**config.mk**
```make
export PLATFORM = sky130hd
export DESIGN_NAME = emrf_top
export DESIGN_NICKNAME = d
export VERILOG_FILES = /design/src/logic/emrf_top.v
export VERILOG_INCLUDE_DIRS = /design/src /design/src/logic
export SDC_FILE = /design/constraint.sdc
export NUM_CORES = 1
export LEC_CHECK = 0
export ABC_AREA = 1
export BUFFER_PORTS_ARGS = -buffer_cell sky130_fd_sc_hd__buf_2
export CELL_PAD_IN_SITES_DETAIL_PLACEMENT = 1
export CELL_PAD_IN_SITES_GLOBAL_PLACEMENT = 1
export CORE_MARGIN = 8
export CORE_UTILIZATION = 48
export DETAILED_ROUTE_END_ITERATION = 8
export HOLD_SLACK_MARGIN = 0.05
export PLACE_DENSITY = 0.78
export RECOVER_POWER = 25
export SLEW_MARGIN = 20
export SYNTH_ARGS = -nofsm -noshare
export SYNTH_HDL_FRONTEND = slang
export SYNTH_SLANG_ARGS = --single-unit
```
**constraint.sdc**
```tcl
create_clock -name ref_clk -period 2.69 [get_ports ref_clk]
set_input_delay 0.807 -clock ref_clk [delete_from_list [all_inputs] [get_ports ref_clk]]
set_output_delay 0.807 -clock ref_clk [all_outputs]
set_load 0.005 [all_outputs]
```
**src/logic/emrf_consts.vh**
```
// Constants for the receive filter and control block of the Ethernet MAC.
`ifndef EMRF_CONSTS_VH
`define EMRF_CONSTS_VH
// ----------------------------------------
// Direct byte register offsets
// ----------------------------------------
`define EMRF_OFS_LOW_THR 9'h15a
`define EMRF_OFS_HIGH_THR 9'h15b
`define EMRF_OFS_IRQ_EN 9'h15c
`define EMRF_OFS_QSTAT 9'h15d
`define EMRF_OFS_REJECT 9'h15e
`define EMRF_OFS_IND_HI 9'h140
`define EMRF_OFS_IND_LO 9'h141
`define EMRF_OFS_IND_D3 9'h142
`define EMRF_OFS_IND_D0 9'h145
`define EMRF_OFS_IND_CMD 9'h146
// ----------------------------------------
// Indirect addresses and reset values
// ----------------------------------------
`define EMRF_IA_MAC_CONTROL 16'h0000
`define EMRF_IA_PHY_MGMT 16'h0014
`define EMRF_MAC_CONTROL_RST 32'h00000000
`define EMRF_PHY_MGMT_RST 32'h00005ac0
`define EMRF_REJECT_RST 8'h00
// ----------------------------------------
// Field positions
// ----------------------------------------
`define EMRF_B_HB_OFF 28
`define EMRF_B_NO_SELF 23
`define EMRF_B_LOOP 21
`define EMRF_B_FDX 20
`define EMRF_B_ALL 19
`define EMRF_B_ALL_MC 18
`define EMRF_B_LATE_RETRY 12
`define EMRF_B_SINGLE 10
`define EMRF_B_PAD_STRIP 8
`define EMRF_B_DEFER_ABORT 5
`define EMRF_B_TX_ON 3
`define EMRF_B_RX_ON 2
`define EMRF_B_FIFO_OVF 3
`define EMRF_B_QUEUE_OVF 2
`define EMRF_B_HIGH 1
`define EMRF_B_LOW 0
`define EMRF_B_LOW_EN 1
`define EMRF_B_HIGH_EN 0
`define EMRF_B_NONPAUSE 6
`define EMRF_B_CTRL 5
`define EMRF_B_LEN 4
`define EMRF_B_FCS 3
`define EMRF_B_ODD 2
`define EMRF_B_RXERR 1
`define EMRF_B_BCAST 0
// ----------------------------------------
// Timing and frame figures
// ----------------------------------------
`define EMRF_DEFER_BITS 24288
`define EMRF_BITS_PER_NIB 4
`define EMRF_SLOT_BITS 512
`define EMRF_HB_WINDOW_NIB 16
`define EMRF_MAX_TRIES 16
`define EMRF_THR_UNIT_PKTS 32
`define EMRF_MIN_FRAME 64
`define EMRF_MIN_PAYLOAD 46
`define EMRF_MAX_LEN_FIELD 1500
`define EMRF_CTRL_TYPE 16'h8808
`define EMRF_PAUSE_OP 16'h0001
`define EMRF_CRC_RESIDUE 32'hc704dd7b
`endif

```
**src/logic/emrf_top.v**
```verilog
// Receive filter, queue status and MAC control logic with its receive FIFO.
`timescale 1ns/100ps
`default_nettype none
`include "emrf_consts.vh"
// ----------------------------------------
// Receive FIFO
// ----------------------------------------
module emrf_fifo #(parameter W = 10, parameter D = 8, parameter AW = 3) (
	input wire ref_clk,
	input wire arst_n,
	input wire ce,
	input wire in_valid,
	output wire in_ready,
	input wire [W-1:0] in_data,
	output wire out_valid,
	input wire out_ready,
	output wire [W-1:0] out_data
);
	reg [W-1:0] mem [0:D-1]; // Flip-flop storage.
	reg [AW-1:0] wp; // Write index.
	reg [AW-1:0] rp; // Read index.
	reg [AW:0] cnt; // Words held.
	wire wr = in_valid & in_ready;
	wire rd = out_valid & out_ready;
	assign in_ready = (cnt != D[AW:0]);
	assign out_valid = (cnt != {(AW+1){1'b0}});
	assign out_data = mem[rp];
	// Pointers and count move only under the clock enable.
	always @(posedge ref_clk or negedge arst_n) begin
		if (!arst_n) begin
			wp <= {AW{1'b0}};
			rp <= {AW{1'b0}};
			cnt <= {(AW+1){1'b0}};
		end else if (ce) begin
			if (wr) begin
				wp <= (wp == D[AW-1:0] - 1'b1) ? {AW{1'b0}} : wp + 1'b1;
			end
			if (rd) begin
				rp <= (rp == D[AW-1:0] - 1'b1) ? {AW{1'b0}} : rp + 1'b1;
			end
			cnt <= cnt + {{AW{1'b0}}, wr} - {{AW{1'b0}}, rd};
		end
	end
	// Storage has no reset; reads are guarded by the count.
	always @(posedge ref_clk) begin
		if (ce && wr) begin
			mem[wp] <= in_data;
		end
	end
endmodule
// ----------------------------------------
// Top level
// ----------------------------------------
module emrf_top #(
	parameter [15:0] DEFER_NIB = `EMRF_DEFER_BITS / `EMRF_BITS_PER_NIB,
	parameter [47:0] STATION_ADDR = 48'h02_00_00_00_00_01, // Arbitrary value.
	parameter FIFO_DEPTH = 8
) (
	input wire ref_clk,
	input wire arst_n,
	input wire ce,
	input wire [8:0] cpu_addr,
	input wire [7:0] cpu_wdata,
	input wire cpu_wr,
	input wire cpu_rd,
	output reg [7:0] cpu_rdata,
	input wire mii_rx_clk,
	input wire mii_tx_clk,
	input wire [3:0] mii_rxd,
	input wire mii_rx_dv,
	input wire mii_rx_er,
	input wire mii_crs,
	input wire mii_col,
	output reg [3:0] mii_txd,
	output wire mii_tx_en,
	input wire tx_req,
	input wire [3:0] tx_nib,
	input wire tx_nib_last,
	output reg tx_nib_take,
	output reg tx_restart,
	output reg tx_done,
	output reg tx_abort,
	output reg hb_fail,
	input wire [15:0] rxq_pkts,
	input wire rxq_overflow,
	output wire rx_out_valid,
	input wire rx_out_ready,
	output wire [7:0] rx_out_data,
	output wire rx_out_eof,
	output wire rx_out_accept,
	output wire irq
);
	localparam [16:0] SLOT_NIB = `EMRF_SLOT_BITS / `EMRF_BITS_PER_NIB;
	localparam [13:0] LATE_NIB = `EMRF_SLOT_BITS / `EMRF_BITS_PER_NIB;
	localparam [1:0] R_IDLE = 2'h0, R_PRE = 2'h1, R_DATA = 2'h2, R_SKIP = 2'h3;
	localparam [2:0] T_IDLE = 3'h0, T_DEFER = 3'h1, T_SEND = 3'h2, T_END = 3'h3;
	localparam [2:0] T_BACK = 3'h4, T_HB = 3'h5;
	// One nibble of CRC-32, data taken least significant bit first.
	function [31:0] crc_nib;
		input [31:0] c;
		input [3:0] d;
		integer i;
		reg [31:0] x;
		begin
			x = c;
			for (i = 0; i < 4; i = i + 1) begin
				x = (x[31] ^ d[i]) ? ({x[30:0], 1'b0} ^ 32'h04c11db7) : {x[30:0], 1'b0};
			end
			crc_nib = x;
		end
	endfunction
	// ----------------------------------------
	// Registers
	// ----------------------------------------
	reg [31:0] mac_control; // Indirect 0000h.
	reg [31:0] phy_mgmt_address; // Indirect 0014h, held only.
	reg [7:0] rx_frame_reject_control;
	reg [7:0] low_thr;
	reg [7:0] high_thr;
	reg [3:0] irq_en;
	reg [3:0] qstat; // Latched queue status.
	reg [15:0] ind_addr;
	reg [31:0] ind_data;
	wire heartbeat_off = mac_control[`EMRF_B_HB_OFF];
	wire no_self_receive = mac_control[`EMRF_B_NO_SELF];
	wire loopback_on = mac_control[`EMRF_B_LOOP];
	wire fdx = mac_control[`EMRF_B_FDX];
	wire accept_all = mac_control[`EMRF_B_ALL];
	wire accept_all_multicast = mac_control[`EMRF_B_ALL_MC];
	wire late_collision_retry = mac_control[`EMRF_B_LATE_RETRY];
	wire single_attempt = mac_control[`EMRF_B_SINGLE];
	wire pad_strip_on = mac_control[`EMRF_B_PAD_STRIP];
	wire [1:0] backoff_limit = mac_control[7:6];
	wire deferral_abort_on = mac_control[`EMRF_B_DEFER_ABORT];
	wire tx_on = mac_control[`EMRF_B_TX_ON];
	wire rx_on = mac_control[`EMRF_B_RX_ON];
	// ----------------------------------------
	// Pin synchronisers
	// ----------------------------------------
	// Bits: rx_clk, tx_clk, crs, col, rx_er, rx_dv, rxd[3:0].
	wire [9:0] pins = {mii_rx_clk, mii_tx_clk, mii_crs, mii_col, mii_rx_er, mii_rx_dv, mii_rxd};
	reg [9:0] s1;
	reg [9:0] s2;
	reg [9:0] s3;
	reg [9:0] filt; // Level taken once stages two and three agree.
	reg [9:0] filt_d;
	// Each pin passes three flops; a change counts only when two and three agree.
	always @(posedge ref_clk or negedge arst_n) begin
		if (!arst_n) begin
			s1 <= 10'h000;
			s2 <= 10'h000;
			s3 <= 10'h000;
			filt <= 10'h000;
			filt_d <= 10'h000;
		end else if (ce) begin
			s1 <= pins;
			s2 <= s1;
			s3 <= s2;
			filt <= (s2 & s3) | (filt & (s2 | s3));
			filt_d <= filt;
		end
	end
	wire rx_rise = filt[9] & ~filt_d[9];
	wire tx_tick = filt[8] & ~filt_d[8];
	wire f_crs = filt[7];
	wire f_col = filt[6];
	reg tx_en_i; // Internal transmit enable.
	reg [3:0] txd_i;
	// Loopback feeds the transmit nibbles back and keeps the PHY quiet.
	assign mii_tx_en = tx_en_i & ~loopback_on;
	wire r_tick = loopback_on ? tx_tick : rx_rise;
	wire r_dv = loopback_on ? tx_en_i : filt[4];
	wire [3:0] r_d = loopback_on ? txd_i : filt[3:0];
	wire r_er = ~loopback_on & filt[5];
	// ----------------------------------------
	// Receive parser and filter
	// ----------------------------------------
	reg [1:0] rst_q; // Receive state.
	reg [31:0] crc;
	reg nib_hi;
	reg [3:0] lo_nib;
	reg [13:0] bcnt; // Whole bytes received after the delimiter.
	reg bcast, mcast, uni, saw_er, saw_col;
	reg [15:0] len_type;
	reg [15:0] opcode;
	reg byte_v; // One-cycle push of a data byte.
	reg [7:0] byte_d;
	reg eof_v; // One-cycle push of the end marker.
	reg eof_acc;
	wire [7:0] nb = {r_d, lo_nib};
	wire [7:0] st_byte = STATION_ADDR[47 - 8 * bcnt[2:0] -: 8];
	wire is_ctrl = (len_type == `EMRF_CTRL_TYPE);
	wire is_pause = is_ctrl & (opcode == `EMRF_PAUSE_OP);
	wire [15:0] exp_len = (len_type < `EMRF_MIN_PAYLOAD) ? 16'd46 : len_type;
	wire len_err = (len_type <= `EMRF_MAX_LEN_FIELD) & ({2'b00, bcnt} != exp_len + 16'd18);
	wire fcs_bad = (crc != `EMRF_CRC_RESIDUE);
	wire runt = (bcnt < `EMRF_MIN_FRAME);
	wire [7:0] rj = rx_frame_reject_control;
	wire addr_ok = accept_all | bcast | (mcast & accept_all_multicast) | uni;
	wire accept = addr_ok
		& ~(is_ctrl & ~rj[`EMRF_B_CTRL])
		& ~(is_ctrl & ~is_pause & ~rj[`EMRF_B_NONPAUSE])
		& ~(len_err & ~is_ctrl & ~rj[`EMRF_B_LEN])
		& ~((fcs_bad | saw_er) & ~rj[`EMRF_B_FCS])
		& ~(nib_hi & ~runt & ~saw_col & ~rj[`EMRF_B_ODD])
		& ~(saw_er & ~rj[`EMRF_B_RXERR])
		& ~(bcast & ~rj[`EMRF_B_BCAST]);
	// Short frames stop being stored once the length field's data is in.
	wire strip = pad_strip_on & (bcnt >= 14'd14) & (len_type < `EMRF_MIN_PAYLOAD)
		& ({2'b00, bcnt} >= len_type + 16'd14);
	// One receive step per link clock edge; frames start only when allowed.
	always @(posedge ref_clk or negedge arst_n) begin
		if (!arst_n) begin
			rst_q <= R_IDLE;
			crc <= 32'hffffffff;
			nib_hi <= 1'b0;
			lo_nib <= 4'h0;
			bcnt <= 14'h0000;
			{bcast, mcast, uni, saw_er, saw_col} <= 5'h00;
			len_type <= 16'h0000;
			opcode <= 16'h0000;
			byte_v <= 1'b0;
			byte_d <= 8'h00;
			eof_v <= 1'b0;
			eof_acc <= 1'b0;
		end else if (ce) begin
			byte_v <= 1'b0;
			eof_v <= 1'b0;
			if (r_tick) begin
				case (rst_q)
					R_IDLE: begin
						// With no_self_receive set, own frames are not taken while the transmitter drives, except in loopback.
						if (r_dv && rx_on && !(no_self_receive && tx_en_i && !loopback_on)) begin
							rst_q <= R_PRE;
						end else if (r_dv) begin
							rst_q <= R_SKIP;
						end
					end
					R_SKIP: begin
						if (!r_dv) begin
							rst_q <= R_IDLE;
						end
					end
					R_PRE: begin
						if (!r_dv) begin
							rst_q <= R_IDLE;
						end else if (r_d == 4'hd) begin
							rst_q <= R_DATA;
							crc <= 32'hffffffff;
							nib_hi <= 1'b0;
							bcnt <= 14'h0000;
							{bcast, mcast, uni, saw_er, saw_col} <= 5'h1c;
							len_type <= 16'hffff;
							opcode <= 16'h0000;
						end
					end
					default: begin
						if (r_dv) begin
							crc <= crc_nib(crc, r_d);
							saw_er <= saw_er | r_er;
							saw_col <= saw_col | (f_col & ~fdx);
							nib_hi <= ~nib_hi;
							lo_nib <= r_d;
							if (nib_hi) begin
								bcnt <= bcnt + 14'd1;
								if (bcnt < 14'd6) begin
									bcast <= bcast & (nb == 8'hff);
									uni <= uni & (nb == st_byte);
								end
								if (bcnt == 14'd0) begin
									mcast <= nb[0];
								end
								if (bcnt == 14'd12) begin
									len_type[15:8] <= nb;
								end
								if (bcnt == 14'd13) begin
									len_type[7:0] <= nb;
								end
								if (bcnt == 14'd14) begin
									opcode[15:8] <= nb;
								end
								if (bcnt == 14'd15) begin
									opcode[7:0] <= nb;
								end
								byte_v <= ~strip;
								byte_d <= nb;
							end
						end else begin
							eof_v <= 1'b1;
							eof_acc <= accept;
							rst_q <= R_IDLE;
						end
					end
				endcase
			end
		end
	end
	// The wire cannot wait, so a full FIFO shows as an overflow event.
	wire f_in_valid = byte_v | eof_v;
	wire f_in_ready;
	wire fifo_ovf = f_in_valid & ~f_in_ready;
	emrf_fifo #(.W(10), .D(FIFO_DEPTH), .AW(3)) u_fifo (
		.ref_clk(ref_clk),
		.arst_n(arst_n),
		.ce(ce),
		.in_valid(f_in_valid),
		.in_ready(f_in_ready),
		.in_data({eof_v, eof_acc & eof_v, byte_d & {8{~eof_v}}}),
		.out_valid(rx_out_valid),
		.out_ready(rx_out_ready),
		.out_data({rx_out_eof, rx_out_accept, rx_out_data})
	);
	// ----------------------------------------
	// Transmit attempt control
	// ----------------------------------------
	reg [2:0] tst_q;
	reg [15:0] defer_cnt;
	reg [13:0] ncnt;
	reg [4:0] tries;
	reg [16:0] bo_cnt;
	reg [4:0] hb_cnt;
	reg hb_seen;
	reg [9:0] lfsr;
	wire [3:0] lim = (backoff_limit == 2'b00) ? 4'd10 : (backoff_limit == 2'b01) ? 4'd8 :
		(backoff_limit == 2'b10) ? 4'd4 : 4'd1;
	wire [4:0] nt = tries + 5'd1;
	wire [3:0] kbits = (nt > {1'b0, lim}) ? lim : nt[3:0];
	wire [9:0] bo_r = lfsr & ~(10'h3ff << kbits);
	wire col_hd = f_col & ~fdx;
	// Defers, sends, backs off after collisions and checks heartbeat per nibble.
	always @(posedge ref_clk or negedge arst_n) begin
		if (!arst_n) begin
			tst_q <= T_IDLE;
			defer_cnt <= 16'h0000;
			ncnt <= 14'h0000;
			tries <= 5'h00;
			bo_cnt <= 17'h00000;
			hb_cnt <= 5'h00;
			hb_seen <= 1'b0;
			lfsr <= 10'h001;
			tx_en_i <= 1'b0;
			txd_i <= 4'h0;
			mii_txd <= 4'h0;
			{tx_nib_take, tx_restart, tx_done, tx_abort, hb_fail} <= 5'h00;
		end else if (ce) begin
			lfsr <= {lfsr[8:0], lfsr[9] ^ lfsr[6]};
			{tx_nib_take, tx_restart, tx_done, tx_abort, hb_fail} <= 5'h00;
			mii_txd <= txd_i;
			if (tx_tick) begin
				case (tst_q)
					T_IDLE: begin
						ncnt <= 14'h0000;
						if (tx_req && tx_on) begin
							tst_q <= (f_crs && !fdx) ? T_DEFER : T_SEND;
						end
					end
					T_DEFER: begin
						defer_cnt <= defer_cnt + 16'd1;
						if (deferral_abort_on && defer_cnt >= DEFER_NIB) begin
							tx_abort <= 1'b1;
							defer_cnt <= 16'h0000;
							tries <= 5'h00;
							tst_q <= T_IDLE;
						end else if (!f_crs) begin
							tst_q <= T_SEND;
						end
					end
					T_SEND: begin
						if (col_hd && tx_en_i) begin
							tx_en_i <= 1'b0;
							defer_cnt <= 16'h0000;
							tries <= nt;
							if (single_attempt || nt == `EMRF_MAX_TRIES
								|| (ncnt >= LATE_NIB && !late_collision_retry)) begin
								tx_abort <= 1'b1;
								tries <= 5'h00;
								tst_q <= T_IDLE;
							end else begin
								tx_restart <= 1'b1;
								bo_cnt <= {7'h00, bo_r} * SLOT_NIB;
								tst_q <= T_BACK;
							end
						end else begin
							tx_en_i <= 1'b1;
							txd_i <= tx_nib;
							tx_nib_take <= 1'b1;
							ncnt <= ncnt + 14'd1;
							if (tx_nib_last) begin
								tst_q <= T_END;
							end
						end
					end
					T_END: begin
						tx_en_i <= 1'b0;
						tx_done <= 1'b1;
						tries <= 5'h00;
						defer_cnt <= 16'h0000;
						hb_cnt <= 5'h00;
						hb_seen <= 1'b0;
						tst_q <= T_HB;
					end
					T_BACK: begin
						if (bo_cnt == 17'h00000) begin
							tst_q <= T_IDLE;
						end else begin
							bo_cnt <= bo_cnt - 17'd1;
						end
					end
					default: begin
						hb_seen <= hb_seen | f_col;
						hb_cnt <= hb_cnt + 5'd1;
						if (hb_cnt == `EMRF_HB_WINDOW_NIB) begin
							hb_fail <= ~hb_seen & ~fdx & ~heartbeat_off;
							tst_q <= T_IDLE;
						end
					end
				endcase
			end
		end
	end
	// ----------------------------------------
	// Queue watermarks and latched status
	// ----------------------------------------
	reg [15:0] lvl_d;
	wire [15:0] hi_p = {3'b000, high_thr, 5'h00}; // Threshold in packets.
	wire [15:0] lo_p = {3'b000, low_thr, 5'h00};
	wire [3:0] qset = {fifo_ovf, rxq_overflow,
		(lvl_d < hi_p) & (rxq_pkts >= hi_p), (lvl_d >= lo_p) & (rxq_pkts < lo_p)};
	wire rd_hit = cpu_rd & (cpu_addr == `EMRF_OFS_QSTAT);
	wire [31:0] ind_rd = (ind_addr == `EMRF_IA_MAC_CONTROL) ? mac_control :
		(ind_addr == `EMRF_IA_PHY_MGMT) ? phy_mgmt_address : 32'h00000000;
	// Enables for high and low sit in reversed order to the status flags.
	assign irq = |(qstat & {irq_en[3:2], irq_en[`EMRF_B_HIGH_EN], irq_en[`EMRF_B_LOW_EN]});
	// Register writes, reads and read-to-clear; a new event beats the clear.
	always @(posedge ref_clk or negedge arst_n) begin
		if (!arst_n) begin
			mac_control <= `EMRF_MAC_CONTROL_RST;
			phy_mgmt_address <= `EMRF_PHY_MGMT_RST;
			rx_frame_reject_control <= `EMRF_REJECT_RST;
			{low_thr, high_thr} <= 16'h0000;
			irq_en <= 4'h0;
			qstat <= 4'h0;
			ind_addr <= 16'h0000;
			ind_data <= 32'h00000000;
			lvl_d <= 16'h0000;
			cpu_rdata <= 8'h00;
		end else if (ce) begin
			lvl_d <= rxq_pkts;
			qstat <= (qstat & {4{~rd_hit}}) | qset;
			if (cpu_wr) begin
				if (cpu_addr == `EMRF_OFS_LOW_THR) begin
					low_thr <= cpu_wdata;
				end else if (cpu_addr == `EMRF_OFS_HIGH_THR) begin
					high_thr <= cpu_wdata;
				end else if (cpu_addr == `EMRF_OFS_IRQ_EN) begin
					irq_en <= cpu_wdata[3:0];
				end else if (cpu_addr == `EMRF_OFS_REJECT) begin
					rx_frame_reject_control <= {1'b0, cpu_wdata[6:0]};
				end else if (cpu_addr == `EMRF_OFS_IND_HI) begin
					ind_addr[15:8] <= cpu_wdata;
				end else if (cpu_addr == `EMRF_OFS_IND_LO) begin
					ind_addr[7:0] <= cpu_wdata;
				end else if (cpu_addr >= `EMRF_OFS_IND_D3 && cpu_addr <= `EMRF_OFS_IND_D0) begin
					ind_data[8 * (3 - (cpu_addr - `EMRF_OFS_IND_D3)) +: 8] <= cpu_wdata;
				end else if (cpu_addr == `EMRF_OFS_IND_CMD && cpu_wdata[1]) begin
					ind_data <= ind_rd;
				end else if (cpu_addr == `EMRF_OFS_IND_CMD && cpu_wdata[0]) begin
					if (ind_addr == `EMRF_IA_MAC_CONTROL) begin
						mac_control <= ind_data;
					end else if (ind_addr == `EMRF_IA_PHY_MGMT) begin
						phy_mgmt_address <= {16'h0000, ind_data[15:6], 6'h00};
					end
				end
			end
			if (cpu_rd) begin
				if (cpu_addr == `EMRF_OFS_LOW_THR) begin
					cpu_rdata <= low_thr;
				end else if (cpu_addr == `EMRF_OFS_HIGH_THR) begin
					cpu_rdata <= high_thr;
				end else if (cpu_addr == `EMRF_OFS_IRQ_EN) begin
					cpu_rdata <= {4'h0, irq_en};
				end else if (cpu_addr == `EMRF_OFS_QSTAT) begin
					cpu_rdata <= {4'h0, qstat};
				end else if (cpu_addr == `EMRF_OFS_REJECT) begin
					cpu_rdata <= rx_frame_reject_control;
				end else if (cpu_addr == `EMRF_OFS_IND_HI) begin
					cpu_rdata <= ind_addr[15:8];
				end else if (cpu_addr == `EMRF_OFS_IND_LO) begin
					cpu_rdata <= ind_addr[7:0];
				end else if (cpu_addr >= `EMRF_OFS_IND_D3 && cpu_addr <= `EMRF_OFS_IND_D0) begin
					cpu_rdata <= ind_data[8 * (3 - (cpu_addr - `EMRF_OFS_IND_D3)) +: 8];
				end else begin
					cpu_rdata <= 8'h00;
				end
			end
		end
	end
endmodule
`default_nettype wire

```
==> impl_metrics.toml, run 1 <==
[routing]
vias = 24300
drc_errors = 0
ant_nets = 0
viasPerCell = 5.83
drtIter0Drc = 1748
wl_per_cell_um = 23.5
dr.pass1.iters = 5
wirelength_um = 98000

[clock_tree]
clk_pin_slew_ps = 60
htree_levels = 2
cts-root-buf = "clkbuf_16"
clk_latency_ps = 640
numCtsBuffers = 51
cts.path.max_buffers = 3
cts.sinks = 463
cts_tree = "built"

[place]
hpwlAfterDp_um = 62000
place.gp.congestion = 0.892
io_buffers = 85

[synth]
muxShareOfSynthArea = 0.00681
yosysSeqAreaShare = 0.486
synthSimpleGateAreaFrac = 0.227
synthAdderAreaFrac = 0.0467
ys_async_sr_fraction = 0.827
syn-instance-count = 3010
synth_top_area_frac = 0.347
synth.distinct_cells = 65
yosysWarnings = 0
synth_compound_area_frac = 0.129
ys_ff_latch = 463
syn_area_um2 = 24800
synth_edf_count = 80
synth_top_area_cell = "dfrtp_1"
synth_xor_xnor_area_share = 0.0302
synth_area_leaders = "dfrtp_1 (35%), nand2_1 (10%), edfxtp_1 (9.7%), o21ai_0 (6.1%), inv_1 (5.8%)"
synthesis.nets = 3158
postSynthAreaPerCell_um2 = 8.24
synth_top_family_by_area = "simple AND/OR/NAND/NOR gates"
ys.flop_type = "dfrtp_1"

[floorplanning]
die_h_um = 243
die_area_um2 = 59200
die_w_um = 243
initial_utilization = 0.484
ios = 86
rows = 83
core_area_um2 = 51200

[global_route]
grt_max_degree = 90
grt_pass1_wl_um = 147000
antenna_found_initial = 3
grt_pass1_vias = 26200
grt_usage = 0.309
grt_overflow_total = 0

[worst_setup_path]
crit_fanout = 6
start_kind = "input pin"
endpoint_kind = "flip-flop"
arrival_ps = 4120
cp.required_ps = 3240
worstSetupPathType = "input pin to flip-flop"

[sta]
tightestPinTransition_ps = 1670
hold_viol_final = 0
setup_ws_ps = -879
slew_viol_final = 25
skew_ps = 35.4
fin_crit_ps = 3570
setup_viol_count_final = 287
slew-limit-headroom = -0.114
max_freq_mhz = 280
finalSetupTns_ps = -80620
period_share = 1.33
rsz0062_at_grt = "yes"

[status]
failed_checks = "capacitance limit, slew limit, setup timing"
status = "complete, but fails checks"

[cells_and_area]
drive_gt1_frac = 0.246
final_common_cell = "nand2_1"
layout.nets = 3586
final_cell_mix = "nand2_1 (653), inv_1 (367), dfrtp_1 (335)"
area_delta_synth_final_pct = 28.3
fill_cells = 5985
final_util = 0.621

[power_and_ir_drop]
peakVddDrop_uv = 593
leakage_nw = 15.1
p_sw_mw = 8.68
clkPwrFrac = 0.300
swShare = 0.364
power_frac_seq = 0.365
p_per_area_nw_per_um2 = 750
comb_power_share = 0.335
internal_power_mw = 15.2

[worst_hold_path]
hold_path_class = "input pin to flip-flop"

[job]
cap_violations = 1
## cell families (layout without fill, tap and decap cells)
family / Yosys count / in the layout
AOI/OAI and AO/OA: 565 / 565
and+or+nand+nor: 1308 / 1309
other: 0 / 2
muxes: 15 / 15
buffers and inverters: 483 / 953
adders and majority gates: 92 / 92
xor gates and xnor gates: 84 / 84
DFF: 463 / 463
## per-stage QoR
| stage | instances | instance area (µm²) | power [mW] | hold slack, ps | setup WS (ps) |
|---|---|---|---|---|---|
| after floorplan | 3010 | 24900 | 12.1 | 433 | -1320 |
| after global placement | 3979 | 28300 | 14.1 | 452 | -1520 |
| after detailed placement | 3979 | 28300 | 14.5 | 456 | -1700 |
| after CTS | 4124 | 30900 | 22.5 | 370 | -707 |
| after global routing | 4163 | 31800 | 24.7 | 385 | -1100 |
| final | 4163 | 31800 | 23.8 | 383 | -879 |
## flip-flops by register name, indices dropped and copies added (netlist names), 10 cells and up
name	cells
mac_control	32
bcnt	14
lfsr	10
defer_cnt	16
s3	10
len_type	16
lvl_d	16
opcode	16
ind_data	32
crc	32
phy_mgmt_address	10
ind_addr	16
bo_cnt	17
ncnt	14
u_fifo.mem	80
s2	10
filt	10
s1	10
## power by group through the flow
stage               Sequential (mW)  Clock (mW)  Combinational (mW)
floorplan                      8.51           0                3.63
global placement               8.64           0                5.42
detailed placement             8.70           0                5.83
CTS                            8.62        7.04                6.83
global route                   8.76        7.40                8.52
finish                         8.69        7.15                8.00
## synth_stat cells, types with 6 or more instances
cell      count
a32o_1        8
a22oi_1      10
dfstp_2      39
nand2_1     689
a31oi_1      33
o211ai_1     14
nand4_1      47
mux2_2       15
nor2_1      293
nand3_2       7
nor4_1       26
o31ai_1       9
ha_1         91
o32ai_1       9
o22ai_1      30
nor2_4        8
clkbuf_1     65
xnor2_1      22
or2_2         7
o21a_1        7
inv_2         6
nand2_2      16
a211oi_1      8
nand2_4       6
xor2_1       61
nor3_1       47
a21oi_1     105
nor2_2        9
edfxtp_1     80
buf_1        12
inv_1       385
nand3_1     138
o21ai_0     300
dfrtp_1     344
## layer usage
layer / share of wire / wire length (µm) / GRT usage
met5: 0.00013 / 13 / 0
met1: 0.38 / 37300 / 0.359
met2: 0.51 / 50300 / 0.554
met3: 0.052 / 5070 / 0.0452
met4: 0.054 / 5280 / 0.147
## repair_timing
item / 4_1_cts / 5_1_grt
pin swaps: 59 / 99
hold buffers: 1 / 0
setup endpoints to repair: 107 / 150
gates cloned: 7 / 1
setup buffers: 41 / 44
hold endpoints to repair: 20 / 0
resized for setup: 174 / 191
## final timing paths
check	startpoint	to	slack (ps)	depth (start not counted)
max	cpu_addr[3]	ind_data[26]$_DFFE_PN0P_	-880	28
max in group asynchronous	arst_n	crc[19]$_DFFE_PN1P_	-270	4
max reg2reg	mac_control[21]$_DFFE_PN0P_	crc[13]$_DFFE_PN1P_	-50	11
min reg2reg	hb_cnt[4]$_DFFE_PN0P_	hb_cnt[4]$_DFFE_PN0P_	470	1
min in group asynchronous	arst_n	s2[1]$_DFFE_PN0P_	1160	2
min	mii_rx_er	s1[5]$_DFFE_PN0P_	380	3
## critical path: stages
cell,delay (ps)
clkbuf_4,150
buf_4,150
nor2_4,100
buf_4,140
nand3_1,90
nand2_1,120
nand2_1,100
xor2_1,220
nand2_1,100
nand2_2,120
inv_2,50
nor2_2,130
inv_2,60
ha_4,210
inv_2,70
nand4_1,100
o31ai_2,230
nand2_1,80
inv_1,60
nand2_1,50
nor2_2,150
nand3_2,100
nor2_4,210
nand2_2,100
nand2_4,130
buf_12,130
nand3_1,80
nand2_1,70
## layout make-up
type                    count  area [µm²]  share of cell area
clock buffers              73        1430              0.0449
clock inverters            23         206             0.00649
inverters                 396        1540              0.0483
multi-input cells        2065       12000               0.376
flip-flops and latches    463       12000               0.379
repair inverters            1        7.51            0.000236
diodes                      2        5.00            0.000157
repair buffers            460        3760               0.118
well taps                 680         851              0.0268
Power figures use the tool's default switching activity.
==> inputs of run 2 (changes only) <==
--- a/config.mk
+++ b/config.mk
@@ -10,7 +10,6 @@
 export BUFFER_PORTS_ARGS = -buffer_cell sky130_fd_sc_hd__buf_2
 export CELL_PAD_IN_SITES_DETAIL_PLACEMENT = 1
 export CELL_PAD_IN_SITES_GLOBAL_PLACEMENT = 1
-export CORE_MARGIN = 8
 export CORE_UTILIZATION = 48
 export DETAILED_ROUTE_END_ITERATION = 8
 export HOLD_SLACK_MARGIN = 0.05
==> impl_metrics.toml, run 2 (synthesis results as in run 1) <==
[routing]
ant_nets = 0
dr.pass1.iters = 7
drc_errors = 0
wirelength_um = 92200
wl_per_cell_um = 22.4
drtIter0Drc = 1498
viasPerCell = 5.77
vias = 23800

[clock_tree]
clk_pin_slew_ps = 60
cts_tree = "built"
numCtsBuffers = 51
cts.sinks = 463
htree_levels = 2
clk_latency_ps = 630
cts.path.max_buffers = 3
postCtsHoldBufs = 0
cts-root-buf = "clkbuf_16"

[global_route]
grt_overflow_total = 0
grt_max_degree = 88
antenna_found_initial = 4
grt_pass1_wl_um = 138000
grt_pass1_vias = 25400
grt_usage = 0.331

[sta]
slew-limit-headroom = -0.441
slew_viol_final = 31
hold_viol_final = 0
max_freq_mhz = 275
fin_crit_ps = 3640
setup_viol_count_final = 42
tightestPinTransition_ps = 2160
skew_ps = 29.8
period_share = 1.35
finalSetupTns_ps = -29660
setup_ws_ps = -948
rsz0062_at_grt = "yes"

[cells_and_area]
top_register = "u_fifo.mem"
final_common_cell = "nand2_1"
fill_cells = 5922
final_util = 0.625
fin_area_um2 = 31600
area_delta_synth_final_pct = 27.5
drive_gt1_frac = 0.247
layout.nets = 3551
final_cell_mix = "nand2_1 (643), inv_1 (362), dfrtp_1 (338)"
largest_register_ffs = 80
multiInputGateArea_um2 = 12000
seq_area_um2 = 12000

[worst_setup_path]
slowest_stage = "o31ai_2"
crit_fanout = 8
endpoint_kind = "flip-flop"
cp.required_ps = 3170
arrival_ps = 4120
cp_top_family = "simple AND/OR/NAND/NOR gates"
worstSetupPathType = "input pin to flip-flop"
slowest_delay_ps = 260
cp_common_cell = "nand2_2"
start_kind = "input pin"
cp.buffers_inverters = 6

[floorplanning]
ios = 86
die_w_um = 229
rows = 82
die_h_um = 229
initial_utilization = 0.490
core_area_um2 = 50600
die_area_um2 = 52600

[job]
cap_violations = 1

[place]
hpwlAfterDp_um = 60600
place.gp.congestion = 0.895
io_buffers = 85
placedInstanceArea_um2 = 28100

[power_and_ir_drop]
internal_power_mw = 15.5
swShare = 0.351
clkPwrFrac = 0.312
leakage_nw = 15.0
p_sw_mw = 8.36
p_per_area_nw_per_um2 = 754
comb_power_share = 0.325
power_frac_seq = 0.363
peakVddDrop_uv = 543
total_power_mw = 23.8

[status]
status = "complete, but fails checks"
failed_checks = "capacitance limit, slew limit, setup timing"

[worst_hold_path]
hold_path_class = "input pin to flip-flop"
-- run 2: changes by cell type in the layout (fill, tap and decap cells not counted), sizes merged --
cell         change
clkinv           -1
clkbuf           -9
buf             -31
inv              +3
dlygate4sd3      -1
bufinv           +4
diode            +3
-- run 2: final timing paths --
check | end | depth (start not counted) | start | slack, ps
setup / recovery | ind_data[8]$_DFFE_PN0P_ | 29 | cpu_addr[3] | -950
hold / removal | s1[5]$_DFFE_PN0P_ | 3 | mii_rx_er | 400
setup reg to reg | bo_cnt[8]$_DFFE_PN0P_ | 14 | tries[0]$_DFFE_PN0P_ | 50
hold reg to reg | mii_txd[3]$_DFFE_PN0P_ | 2 | mii_txd[3]$_DFFE_PN0P_ | 470
max in group asynchronous | tst_q[1]$_DFFE_PN0P_ | 2 | arst_n | 190
min in group asynchronous | u_fifo.rp[2]$_DFFE_PN0P_ | 1 | arst_n | 820
-- run 2: timing repair --
item / in CTS / in global routing
gates resized for setup: 122 / 244
cloned: 7 / 4
setup buffers: 24 / 38
endpoints found under the setup margin: 70 / 128
pin swaps: 71 / 111
-- run 2: power by group through the flow --
stage	Combinational (mW)	Sequential [mW]	Clock [mW]
floorplan	3.63	8.51	0
global placement	5.41	8.66	0
detailed placement	5.76	8.72	0
CTS	6.64	8.62	7.41
global route	8.30	8.73	7.70
finish	7.75	8.66	7.42
-- run 2: area by class of cell --
class / instances / area share
Sequential cell: 463 / 0.381
Multi-Input combinational cell: 2065 / 0.379
Timing Repair Buffer: 426 / 0.110
Inverter: 396 / 0.0485
Clock buffer: 66 / 0.0444
Tap cell: 672 / 0.0266
Clock inverter: 30 / 0.0100
Antenna cell: 5 / 0.000396
-- run 2: layer usage --
metal  GRT usage  share of wire
met4       0.124          0.039
met1       0.397           0.40
met5           0              0
met2       0.601           0.52
met3      0.0457          0.044
-- run 2: tightest hold or removal path: stages --
cell and delay [ps]:
buf_2 80, nand2_1 40, nand2_1 50
-- run 2: metrics by stage --
stage	hold WS [ps]	instances	worst slack, ps
finish	403	4123	-948
global route	408	4122	-1170
CTS	60.3	4081	-745
detailed placement	463	3954	-1710
global placement	451	3954	-1470
floorplan	433	3010	-1320
==> inputs of run 3 (changes only) <==
--- a/config.mk
+++ b/config.mk
@@ -12,6 +12,7 @@
 export CELL_PAD_IN_SITES_GLOBAL_PLACEMENT = 1
 export CORE_UTILIZATION = 48
 export DETAILED_ROUTE_END_ITERATION = 8
+export GPL_TIMING_DRIVEN = 0
 export HOLD_SLACK_MARGIN = 0.05
 export PLACE_DENSITY = 0.78
 export RECOVER_POWER = 25
==> impl_metrics.toml, run 3 (synthesis results as in run 1) <==
[cells_and_area]
top_register = "u_fifo.mem"
drive_gt1_frac = 0.228
area_delta_synth_final_pct = 24.9
final_common_cell = "nand2_1"
final_cell_mix = "nand2_1 (628), inv_1 (362), dfrtp_1 (328)"
layout.nets = 3433
fin_area_um2 = 31000
largest_register_ffs = 80

[floorplanning]
die_w_um = 229
rows = 82
die_h_um = 229
core_area_um2 = 50600
ios = 86
initial_utilization = 0.490
die_area_um2 = 52600

[worst_hold_path]
whs_endpoint = "s1[1]$_DFFE_PN0P_"
hold_path_class = "input pin to flip-flop"
min_from = "mii_rxd[1]"
whs_path_depth = 3

[routing]
highest_layer = "met5"
viasPerCell = 5.82
wirelength_um = 89500
detailroute.wirelength.met3_um = 4270
met1_length_um = 36300
dr.pass1.iters = 5
routed-wl-met2_um = 45700
ant_nets = 0
vias = 23300
wl_per_cell_um = 22.4
drc_errors = 0
drtIter0Drc = 1632

[worst_setup_path]
endpoint_kind = "flip-flop"
crit_start = "cpu_addr[1]"
cp.required_ps = 3230
slowest_delay_ps = 280
slowest_stage = "ha_1"
arrival_ps = 4580
crit_fanout = 8
start_kind = "input pin"
worstSetupPathType = "input pin to flip-flop"
r2r-end = "ind_data[5]$_DFFE_PN0P_"
rr_startpoint = "ind_addr[8]$_DFFE_PN0P_"
rr_worst_depth = 10
r2r_slack_ps = -700

[job]
cap_violations = 1

[sta]
rsz0062_at_grt = "yes"
setup_ws_ps = -1340
max_freq_mhz = 248
fin_crit_ps = 4030
hold_ws_ps = 383
slew_viol_final = 40
setup_viol_count_final = 260
skew_ps = 28.0
slew-limit-headroom = -0.749
period_share = 1.50
tightestPinTransition_ps = 2620
hold_viol_final = 0

[power_and_ir_drop]
leakage_nw = 14.3
p_per_area_nw_per_um2 = 748
peakVddDrop_uv = 549

[clock_tree]
clk_latency_ps = 630
numCtsBuffers = 51
cts.sinks = 463
clk_pin_slew_ps = 70
cts-root-buf = "clkbuf_16"
cts_tree = "built"
postCtsHoldBufs = 0
htree_levels = 2
cts.path.max_buffers = 3

[global_route]
grt_pass1_vias = 24200
antenna_found_initial = 5
grt_usage = 0.318
grt_overflow_total = 0
grt_pass1_wl_um = 132000
grt_max_degree = 99

[place]
hpwlAfterDp_um = 58500
io_buffers = 83
placedInstanceArea_um2 = 26300
place.gp.congestion = 0.920

[status]
status = "complete, but fails checks"
failed_checks = "capacitance limit, slew limit, setup timing"
==> run 3: worst max path at each step <==
stage / endpoint / slack (ps)
after CTS: ind_data[31]$_DFFE_PN0P_ / -1090
after floorplan: ind_data[24]$_DFFE_PN0P_ / -1320
after global routing: ind_data[5]$_DFFE_PN0P_ / -1520
final: ind_data[5]$_DFFE_PN0P_ / -1340
after global placement: mac_control[27]$_DFFE_PN0P_ / -7020
after detailed placement: ind_data[8]$_DFFE_PN0P_ / -2110
==> run 3: report_power, final <==
group          total, mW  leakage [nW]  internal, mW  switching [mW]
Combinational       7.16          7.98          2.79            4.37
Clock               7.31         0.853          4.18            3.13
Sequential          8.68          5.50          8.00           0.677
==> run 3: critical path: cells and delay by family <==
family / cells / cell delay [ps]
AO/OA/AOI/OAI: 2 / 470
adder cells (fa/ha/maj): 3 / 640
buffers and inverters: 10 / 730
AND/OR/NAND/NOR: 16 / 1890
==> run 3: stage by stage <==
step	power, mW	setup TNS [ps]	cells	worst slack, ps	utilization
6_report	23.2	-98980	4002	-1340	0.612
5_1_grt	24.1	-209580	4002	-1520	0.612
4_1_cts	22.0	-36540	3924	-1090	0.579
3_5_place_dp	14.0	-346250	3769	-2110	0.519
3_3_place_gp	13.6	-2879210	3765	-7020	0.517
2_1_floorplan	12.1	-42160	3010	-1320	-
==> run 3: layer usage <==
layer	vias up	GRT usage
met5	-	0
li1	10500	-
met4	6	0.125
met3	211	0.0395
met2	684	0.555
met1	11800	0.400
==> run 3: final cells by class <==
class / count / area [µm²]
Inverter: 396 / 1540
Multi-Input combinational cell: 2065 / 12300
Sequential cell: 463 / 12100
Antenna cell: 3 / 7.51
Clock inverter: 16 / 203
Fill cell: 5862 / 19600
Clock buffer: 79 / 1540
Buffer: 81 / 612
Tap cell: 672 / 841
Timing Repair Buffer: 227 / 1820
==> run 3: timing repair <==
action | CTS | global route
pin swaps | 78 | 131
resized for setup | 244 | 370
cloned | 5 | 4
buffers inserted | 59 | 73
setup endpoints to repair | 290 | 247
endpoints found under the hold margin | 0 | 0
